File: config.mk
export PLATFORM = sky130hd
export DESIGN_NAME = pcd_ctrl
export DESIGN_NICKNAME = d
export VERILOG_FILES = /design/src/pkg/pcd_pkg.sv /design/src/verilog/pcd_ctrl.sv
export VERILOG_INCLUDE_DIRS = /design/src /design/src/pkg
export SDC_FILE = /design/constraint.sdc
export NUM_CORES = 1
export LEC_CHECK = 0
export ABC_AREA = 0
export BUFFER_PORTS_ARGS = -buffer_cell sky130_fd_sc_hd__buf_2
export CORE_ASPECT_RATIO = 0.75
export CORE_MARGIN = 2
export CORE_UTILIZATION = 45
export CTS_BUF_LIST = sky130_fd_sc_hd__clkbuf_8
export DETAILED_ROUTE_END_ITERATION = 7
export PLACE_DENSITY = 0.62
export SKIP_CTS_REPAIR_TIMING = 1
export SYNTH_ARGS = -nofsm -noshare
export SYNTH_HDL_FRONTEND = slang
export SYNTH_SLANG_ARGS = --single-unit
File: constraint.sdc
create_clock -name clk_sys -period 3.1 [get_ports clk_sys]
set_input_delay 0.155 -clock clk_sys [delete_from_list [all_inputs] [get_ports clk_sys]]
set_output_delay 0.155 -clock clk_sys [all_outputs]
set_load 0.02 [all_outputs]
File: src/pkg/pcd_map.svh
// Purpose: Timing counts and level-code constants for the dimming control
// Assumes: Clock clk_sys at 10 MHz (100 ns period)
// Notes: Times kept in their own unit, cycle counts derived from them
`ifndef PCD_MAP_SVH
`define PCD_MAP_SVH

// ----------------------------------------------------------------------
// Clock
// ----------------------------------------------------------------------
`define PCD_CLK_HZ 10000000

// ----------------------------------------------------------------------
// Control line timing
// ----------------------------------------------------------------------
// Least high or low pulse width, in nanoseconds (rounded up)
`define PCD_T_PULSE_NS 400
`define PCD_PULSE_CYC \
    ((`PCD_T_PULSE_NS * (`PCD_CLK_HZ / 1000000) + 999) / 1000)
// Longest low gap while stepping, in microseconds
`define PCD_T_GAP_US 1000
`define PCD_GAP_CYC (`PCD_T_GAP_US * (`PCD_CLK_HZ / 1000000))
// Shutdown low time, in microseconds
`define PCD_T_OFF_US 5500
`define PCD_OFF_CYC (`PCD_T_OFF_US * (`PCD_CLK_HZ / 1000000))

// ----------------------------------------------------------------------
// Level code
// ----------------------------------------------------------------------
`define PCD_LEVEL_PRESET 5'h00
`define PCD_DUTY_W 8

`endif

File: src/pkg/pcd_pkg.sv
// Purpose: Types for the pulse-count dimming control
// Assumes: Constants come from pcd_map.svh
// Notes: Level code held as value minus one (0 means code 1)
package pcd_pkg;

    // Operating state of the enable logic
    typedef enum logic [1:0] {
        PCD_SHUTDOWN = 2'b00,
        PCD_HIGH = 2'b01,
        PCD_LOW = 2'b10
    } pcd_state_t;

    // Drive bundle handed to the analogue side
    typedef struct packed {
        logic active;
        logic [4:0] level;
        logic [7:0] dim_ref;
    } pcd_drive_t;

endpackage

File: src/verilog/pcd_ctrl.sv
// Purpose: Control-line pulse decoder, shutdown detect and PWM dimming
// Assumes: ctrl_line and pwm_in are asynchronous pins; one 10 MHz clock
// Notes: dim_ref is the filtered, duty-scaled reference code
`include "pcd_map.svh"
`timescale 1ns/1ps
`default_nettype none

module pcd_ctrl (
    // Clock and reset
    input wire logic clk_sys,
    input wire logic rst_n,
    // Pins
    input wire logic ctrl_line,
    input wire logic pwm_in,
    input wire logic pwm_in_driven,
    // Drive to the analogue side
    output logic device_active,
    output logic led_channel_sink_en,
    output logic [4:0] level_code,
    output logic [7:0] selected_reference_level,
    output logic [7:0] dim_ref
);

    // ------------------------------------------------------------------
    // Constants
    // ------------------------------------------------------------------
    localparam int PULSE_CYC = `PCD_PULSE_CYC;
    localparam int OFF_CYC = `PCD_OFF_CYC;
    localparam logic [15:0] PULSE_Q = 16'(PULSE_CYC);
    localparam logic [15:0] OFF_Q = 16'(OFF_CYC);

    // ------------------------------------------------------------------
    // Reference for each level code, 8-bit scale where 255 is 25 mA
    // ------------------------------------------------------------------
    // A table rather than a ramp: the current steps are not even, and a
    // formula drifts far off in the lower half of the range
    function automatic logic [7:0] ref_of(input logic [4:0] code);
        logic [7:0] r;
        r = 8'h00;
        case (code)
            5'h00: r = 8'hFF; // Preset, full current
            5'h01: r = 8'hF5;
            5'h02: r = 8'hEB;
            5'h03: r = 8'hE0;
            5'h04: r = 8'hD6;
            5'h05: r = 8'hCC;
            5'h06: r = 8'hC3;
            5'h07: r = 8'hB9;
            5'h08: r = 8'hAD;
            5'h09: r = 8'hA3;
            5'h0A: r = 8'h98;
            5'h0B: r = 8'h8E;
            5'h0C: r = 8'h83;
            5'h0D: r = 8'h78;
            5'h0E: r = 8'h6D;
            5'h0F: r = 8'h63;
            5'h10: r = 8'h58;
            5'h11: r = 8'h52;
            5'h12: r = 8'h4D;
            5'h13: r = 8'h46;
            5'h14: r = 8'h41;
            5'h15: r = 8'h3B;
            5'h16: r = 8'h36;
            5'h17: r = 8'h30;
            5'h18: r = 8'h2B;
            5'h19: r = 8'h25;
            5'h1A: r = 8'h20;
            5'h1B: r = 8'h1B;
            5'h1C: r = 8'h15;
            5'h1D: r = 8'h10;
            5'h1E: r = 8'h0B;
            5'h1F: r = 8'h06; // Last code, lowest current
            default: r = 8'h00;
        endcase
        return r;
    endfunction

    // ------------------------------------------------------------------
    // Input synchronisers (two flops each)
    // ------------------------------------------------------------------
    logic ctrl_s1, ctrl_s2; // Control line sync pair
    logic pwm_s1, pwm_s2; // PWM pin sync pair
    logic drv_s1, drv_s2; // PWM drive-present sync pair
    logic pwm_lvl; // PWM level after the pull-up

    // First flop feeds only the second
    always_ff @(posedge clk_sys) begin
        if (!rst_n) begin
            ctrl_s1 <= 1'b0;
            ctrl_s2 <= 1'b0;
            pwm_s1 <= 1'b1;
            pwm_s2 <= 1'b1;
            drv_s1 <= 1'b0;
            drv_s2 <= 1'b0;
        end else begin
            ctrl_s1 <= ctrl_line;
            ctrl_s2 <= ctrl_s1;
            pwm_s1 <= pwm_in;
            pwm_s2 <= pwm_s1;
            drv_s1 <= pwm_in_driven;
            drv_s2 <= drv_s1;
        end
    end

    // Floating PWM reads high as the pull-up would make it; the mux sits
    // behind both sync pairs so no logic ever reads a raw pin
    assign pwm_lvl = drv_s2 ? pwm_s2 : 1'b1;

    // ------------------------------------------------------------------
    // Width counters
    // ------------------------------------------------------------------
    logic [15:0] high_cnt;
    logic [15:0] low_cnt;
    logic high_qual;

    // High counter saturates; qualifies a pulse once it hits 0.4 us
    always_ff @(posedge clk_sys) begin
        if (!rst_n) begin
            high_cnt <= 16'h0000;
        end else if (!ctrl_s2) begin
            high_cnt <= 16'h0000;
        end else if (high_cnt != PULSE_Q) begin
            high_cnt <= high_cnt + 16'h0001;
        end
    end

    // Qualifying edge: the cycle the high time reaches its minimum
    assign high_qual = ctrl_s2 && (high_cnt == PULSE_Q - 16'h0001);

    // Long-low counter saturates at the shutdown time
    always_ff @(posedge clk_sys) begin
        if (!rst_n) begin
            low_cnt <= 16'h0000;
        end else if (ctrl_s2) begin
            low_cnt <= 16'h0000;
        end else if (low_cnt != OFF_Q) begin
            low_cnt <= low_cnt + 16'h0001;
        end
    end

    // ------------------------------------------------------------------
    // Enable state machine and level code
    // ------------------------------------------------------------------
    pcd_pkg::pcd_state_t state;
    logic [4:0] level;

    // Gaps shorter than the shutdown time keep the device on, so a
    // 1 ms stepping gap is always safe
    always_ff @(posedge clk_sys) begin
        if (!rst_n) begin
            state <= pcd_pkg::PCD_SHUTDOWN;
        end else begin
            case (state)
                pcd_pkg::PCD_SHUTDOWN: begin
                    if (high_qual) begin
                        state <= pcd_pkg::PCD_HIGH;
                    end
                end
                pcd_pkg::PCD_HIGH: begin
                    if (!ctrl_s2) begin
                        state <= pcd_pkg::PCD_LOW;
                    end
                end
                pcd_pkg::PCD_LOW: begin
                    if (low_cnt == OFF_Q - 16'h0001) begin
                        state <= pcd_pkg::PCD_SHUTDOWN;
                    end else if (high_qual) begin
                        state <= pcd_pkg::PCD_HIGH;
                    end
                end
                default: begin
                    state <= pcd_pkg::PCD_SHUTDOWN;
                end
            endcase
        end
    end

    // Level code: preset on wake, step on each qualified pulse after
    always_ff @(posedge clk_sys) begin
        if (!rst_n) begin
            level <= `PCD_LEVEL_PRESET;
        end else if (high_qual) begin
            if (state == pcd_pkg::PCD_SHUTDOWN) begin
                level <= `PCD_LEVEL_PRESET;
            end else if (state == pcd_pkg::PCD_LOW) begin
                // Five-bit add wraps code 32 back to code 1
                level <= level + 5'h01;
            end
        end
        // Otherwise unchanged while the line stays high
    end

    // ------------------------------------------------------------------
    // PWM chopping and low-pass filter
    // ------------------------------------------------------------------
    logic [7:0] chopped;
    logic [15:0] filt;

    // Chop the reference at the PWM duty (high passes full reference)
    assign chopped = pwm_lvl ? ref_of(level) : 8'h00;

    // First-order filter: filt += x - filt / 256; top byte gives DC equal to
    // duty times reference. Slow settle is the price of low ripple.
    always_ff @(posedge clk_sys) begin
        if (!rst_n) begin
            filt <= 16'h0000;
        end else if (state == pcd_pkg::PCD_SHUTDOWN) begin
            filt <= 16'h0000;
        end else begin
            filt <= filt - 16'(filt >> 8) + 16'(chopped);
        end
    end

    // ------------------------------------------------------------------
    // Registered outputs
    // ------------------------------------------------------------------
    always_ff @(posedge clk_sys) begin
        if (!rst_n) begin
            device_active <= 1'b0;
            led_channel_sink_en <= 1'b0;
            level_code <= 5'h00;
            selected_reference_level <= 8'h00;
            dim_ref <= 8'h00;
        end else begin
            device_active <= (state != pcd_pkg::PCD_SHUTDOWN);
            led_channel_sink_en <= (state != pcd_pkg::PCD_SHUTDOWN);
            level_code <= level;
            selected_reference_level <= ref_of(level);
            // Constant-high PWM settles to the full reference
            dim_ref <= (state == pcd_pkg::PCD_SHUTDOWN) ? 8'h00 :
                filt[15:8];
        end
    end
endmodule

`default_nettype wire

Yosys cells after proc, flatten, opt, wreduce, memory -nomap -nowiden
Memories as Yosys holds them, arrays and structs flattened. A register that Yosys moved wholly into a read port is not among the register bits.
Index checks and enable logic that the tools add are counted.
{ "op_classes": {"add_sub_neg": 5, "eq_ne": 7, "muxes": 10, "n_bitwise": 1, "n_reduce_logical": 9} }
{ "op_table": {"columns": ["operator", "n"], "rows": [
  ["16-bit by 1-bit adder with 16-bit output (second input constant)", 2],
  ["5-bit two-way mux", 4],
  ["16-bit by 8-bit adder with 16-bit output", 1],
  ["16-bit == test (second input constant)", 1],
  ["16-bit by 2-bit == test with 1-bit output (second input constant)", 1],
  ["16-bit inequality test (second input constant)", 1],
  ["16-bit by 3-bit inequality test with 1-bit output (second input constant)", 1],
  ["16-bit by 8-bit subtractor with 16-bit output", 1],
  ["8-bit two-way mux", 1],
  ["2-bit two-way mux", 3],
  ["2-bit one-hot mux with 3 select lines", 1],
  ["5-bit by 1-bit adder with 5-bit output (second input constant)", 1],
  ["2-bit AND reduction", 2],
  ["2-bit nonzero test", 2],
  ["2-bit OR reduction", 2],
  ["2-bit by 1-bit == test with 1-bit output (second input constant)", 1],
  ["2-bit == test (second input constant)", 1],
  ["2-bit logical NOT", 1],
  ["2-bit inequality test (second input constant)", 1],
  ["1-bit logical AND", 1],
  ["1-bit logical NOT", 1],
  ["1-bit two-way mux", 1],
  ["1-bit NOT", 1]
]} }
{ "word_totals": {"reg_bits": 75, "romBits": 512, "input_bits": 5, "output_inout_bits": 23, "mem_count": 2} }
{ "mem_list": {"columns": ["memory", "depth", "width", "read_ports", "rd_clocked_by_memory_dff", "write_ports", "line_no", "source"], "rows": [
  ["(no name shown)", 32, 8, 1, 1, 0, "pcd_ctrl.sv:40", "case (code)"],
  ["(no name shown)", 32, 8, 1, 1, 0, "pcd_ctrl.sv:40", null]
]} }

Logic depth before layout (Yosys ltp)
{ "depth": {"word_depth": 5, "depth_mapped": 13} }

Worst setup path before layout
Ideal clock, no wire load.
{ "synth_timing": {"path_type": "reg-to-reg", "start": "register pwm_s2", "end": "register filt[14]", "setup_ps": 78, "arrival_time_ps": 3063, "slack_ps": -41, "path_stages_with_launch": 14, "path_buffers": 1, "period_less_slack_ps": 3141, "cell_sequence": "dfxtp_1 > nand2b_1 > clkbuf_1 > nand2_1 > fa_1 > inv_1 > ha_1 > or2_2 > a21oi_1 > a31o_2 > o21ai_0 > or4b_2 > and3_1 > nor3_1"} }
{ "synth_between": {"elab_chain_len": 3} }
{ "synth_rtl": {"columns": ["element", "line_no", "source"], "rows": [
  ["from (decl)", "pcd_ctrl.sv:82", "logic pwm_s1, pwm_s2;"],
  ["from (signal assigned)", "pcd_ctrl.sv:99", "pwm_s2 <= pwm_s1;"],
  ["1-bit two-way mux", "pcd_ctrl.sv:107", "assign pwm_lvl = drv_s2 ? pwm_s2 : 1'b1;"],
  ["8-bit two-way mux", "pcd_ctrl.sv:200", "assign chopped = pwm_lvl ? ref_of(level) : 8'h00;"],
  ["16-bit by 8-bit adder with 16-bit output", "pcd_ctrl.sv:210", "filt <= filt - 16'(filt >> 8) + 16'(chopped);"],
  ["to (signal assigned)", "pcd_ctrl.sv:210", null],
  ["to (decl)", "pcd_ctrl.sv:197", "logic [15:0] filt;"]
]} }
No other way between the ends.
A chain may end at the register's enable or synchronous reset.

Final worst setup path
Ends and elaborated chain as after synthesis.

==> impl_metrics.py <==
metrics = {
    "pwr": {
        "power_leakage_nw": 2.32,
        "power.density_nw_per_um2": 357,
        "power_frac_comb_pct": 3.8,
        "ir_drop_uv": 220,
        "power_frac_seq_pct": 57.9,
        "pwr-share-clk_pct": 38.3,
        "p_sw_share_pct": 22.8,
        "switchingPower_mw": 0.467,
        "internal_power_mw": 1.58,
    },
    "cts": {
        "cts_tree": "done",
        "clockBufferDepth": 2,
        "htree_levels": 3,
        "clk_latency_ns": 0.36,
        "cts_made_buffers": 9,
        "clk_pin_slew_ns": 0.09,
        "clock-root-buffer": "clkbuf_8",
        "cts_sinks": 91,
    },
    "placement": {
        "portBuffers": 27,
        "gp_congestion": 0.921,
        "dpl.hpwl_um": 8180,
    },
    "synth": {
        "syn_inst": 613,
        "syn-num-nets": 665,
        "synth.top_cell.area_share_pct": 35.8,
        "yosys-top-cells-count": "91 x dfxtp_1, 80 x nor2_1, 64 x inv_1",
        "synthMuxAreaShare_pct": 3.47,
        "postSynthAreaPerCell_um2": 8.30,
        "synthSimpleGateAreaFrac_pct": 21.2,
        "ys_ff_latch": 91,
        "synthFlopType": "dfxtp_1",
        "netlist_top_cells_area": "dfxtp_1 36%, ha_1 9.6%, nor2_1 5.9%, inv_1 4.7%, nand2_1 3.8%",
        "ys_types": 59,
        "synth.most_common_cell": "dfxtp_1",
        "ys_warn_count": 0,
        "synth-xor-area-share_pct": 5.51,
        "ys_seq_area_share_pct": 35.8,
        "synthAdderAreaFrac_pct": 12.7,
        "synth_top_family_by_area": "simple AND/OR/NAND/NOR gates",
        "synth_compound_area_share_pct": 14.5,
        "synth_edf_count": 0,
        "synth_top_cell_by_area": "dfxtp_1",
        "synth_area_um2": 5090,
        "synthArstFlopShare_pct": 0,
    },
    "finish": {
        "syn_to_final_growth_pct": 12.8,
        "nets": 706,
        "fin_util_pct": 52.2,
        "n_antenna_cell": 0,
        "drive_gt1_share_pct": 13.5,
    },
    "critical_path": {
        "critPathLaunch": "pwm_s2",
        "r2r_setup_slack_ns": 0.17,
        "ff2ff_path_depth": 12,
        "endpoint_kind": "register",
        "worstSetupStartpointType": "register",
        "r2r-end": "filt[14]",
        "cp.required_ns": 3.40,
        "critPathArrivalTime_ns": 3.23,
        "crit_path_max_fanout": 8,
        "rr_startpoint": "pwm_s2",
        "critical_path_class": "register to register",
    },
    "detailed_routing": {
        "vias_per_cell": 5.26,
        "vias": 4201,
        "drt-total-wl_um": 10800,
        "drt_iter0_drc": 279,
        "drcViolationCount": 0,
        "ant_nets": 0,
        "firstDrtPassIters": 4,
        "routedWlPerCell_um": 13.6,
    },
    "floorplanning": {
        "die_w_um": 127,
        "die-area_um2": 12200,
        "io_pins": 28,
        "dieHeight_um": 96.1,
        "core_area_um2": 11000,
        "rows": 33,
        "floorplan.initialDensity_pct": 46.3,
    },
    "job": {
        "cap_violations": 0,
    },
    "status": {
        "status": "complete, no violations",
    },
    "timing": {
        "skew_ns": 0.0145,
        "tns_ns": 0,
        "setup_violations": 0,
        "finalHoldViolations": 0,
        "slew_headroom_pct": 59.2,
        "period_share_pct": 94.5,
        "timing.fmax_ghz": 0.341,
        "hold-worst-slack_ns": 0.204,
        "worstMarginPinSlew_ns": 0.613,
        "fin_crit_ns": 2.93,
        "maxSlewViolCount": 0,
    },
    "grt": {
        "grt_max_degree": 33,
        "antenna_found_initial": 0,
        "grt_overflow": 0,
        "track_usage_pct": 18.6,
        "grt_pass1_vias": 3809,
        "grt_pass1_wl_um": 18100,
    },
    "worst_hold_path": {
        "whs_endpoint": "pwm_s1",
        "hold_start": "rst_n",
        "min_path_cells": 3,
        "hp-class": "input pin to register",
    },
}
## cells in the final DEF (no fill, tap or decap), types with 5 or more instances in the layout
master and instances:
a211oi_1 9, a21oi_1 30, and2_1 9, buf_2 27, buf_4 23, clkbuf_8 9
dfxtp_1 90, fa_1 8, ha_1 38, inv_1 64, mux2i_1 12, nand2_1 51
nand2b_1 7, nand3_1 15, nand4_1 7, nor2_1 80, nor2b_1 5, nor3_1 17
o211ai_1 7, o21ai_0 26, or2_2 5, or3_1 11, xnor2_1 13, xor2_1 19
## registers in the layout, indices dropped and copies added (netlist names), 2 cells and up, named ones only
name                      flops
high_cnt                     16
low_cnt                      16
level_code                    5
selected_reference_level      8
filt                         16
level                         5
state                         2
dim_ref                       8
## through the flow
step	setup WS [ns]	total power, mW	instance area (µm²)	cells
finish	0.169	2.05	5740	798
detailed placement	-0.0649	1.29	5460	780
global route	-0.0210	2.13	5740	798
floorplan	0.0394	1.26	5090	613
global placement	-0.00938	1.29	5460	780
CTS	-0.113	2.07	5650	795
## per-layer routing
metal,up-vias,GRT usage [%],part of all wire (%)
met5,-,0,0
li1,2154,-,-
met2,78,27.1,40
met4,0,4.76,1.2
met1,1957,28.2,54
met3,12,3.67,4.3
## layout make-up
class,count,area (µm²)
clock inverters,6,66.3
clock buffers,9,124
multi-input cells,435,2970
inverters,64,240
well taps,140,175
flip-flops and latches,91,1820
repair buffers,53,338
fillers,1052,5250
## how the worst max path moves through the flow
stage,endpoint,slack [ns],depth (start not counted)
3_5_place_dp,filt[14],-0.06,12
5_1_grt,filt[14],-0.02,12
3_3_place_gp,filt[14],-0.009,12
4_1_cts,filt[14],-0.11,12
2_1_floorplan,filt[14],0.04,13
6_report,filt[14],0.17,12
## kinds of logic (layout without fill, tap and decap cells)
logic type | count (synthesis) | in the layout
compound gates | 115 | 115
xor+xnor | 32 | 32
fa+ha+maj | 47 | 47
buf+inv | 87 | 132
flops | 91 | 91
mux | 15 | 15
simple gates | 226 | 226
## power groups by stage
stage	Clock (mW)	Combinational, mW	Sequential, mW
CTS	0.812	0.0744	1.19
detailed placement	0	0.0739	1.21
global route	0.855	0.0884	1.19
global placement	0	0.0720	1.21
finish	0.785	0.0785	1.19
floorplan	0	0.0430	1.22
## worst max-delay path, stage by stage (launching register included)
cell	delay (ns)
dfxtp_2	0.33
nand2b_4	0.16
nand2_1	0.08
fa_1	0.48
inv_1	0.05
ha_1	0.30
or2_2	0.31
a21oi_2	0.13
a31o_2	0.13
o21ai_0	0.11
or4b_4	0.51
and3_4	0.18
nor3_1	0.11
Note: power is estimated with default switching activity, not from simulation.
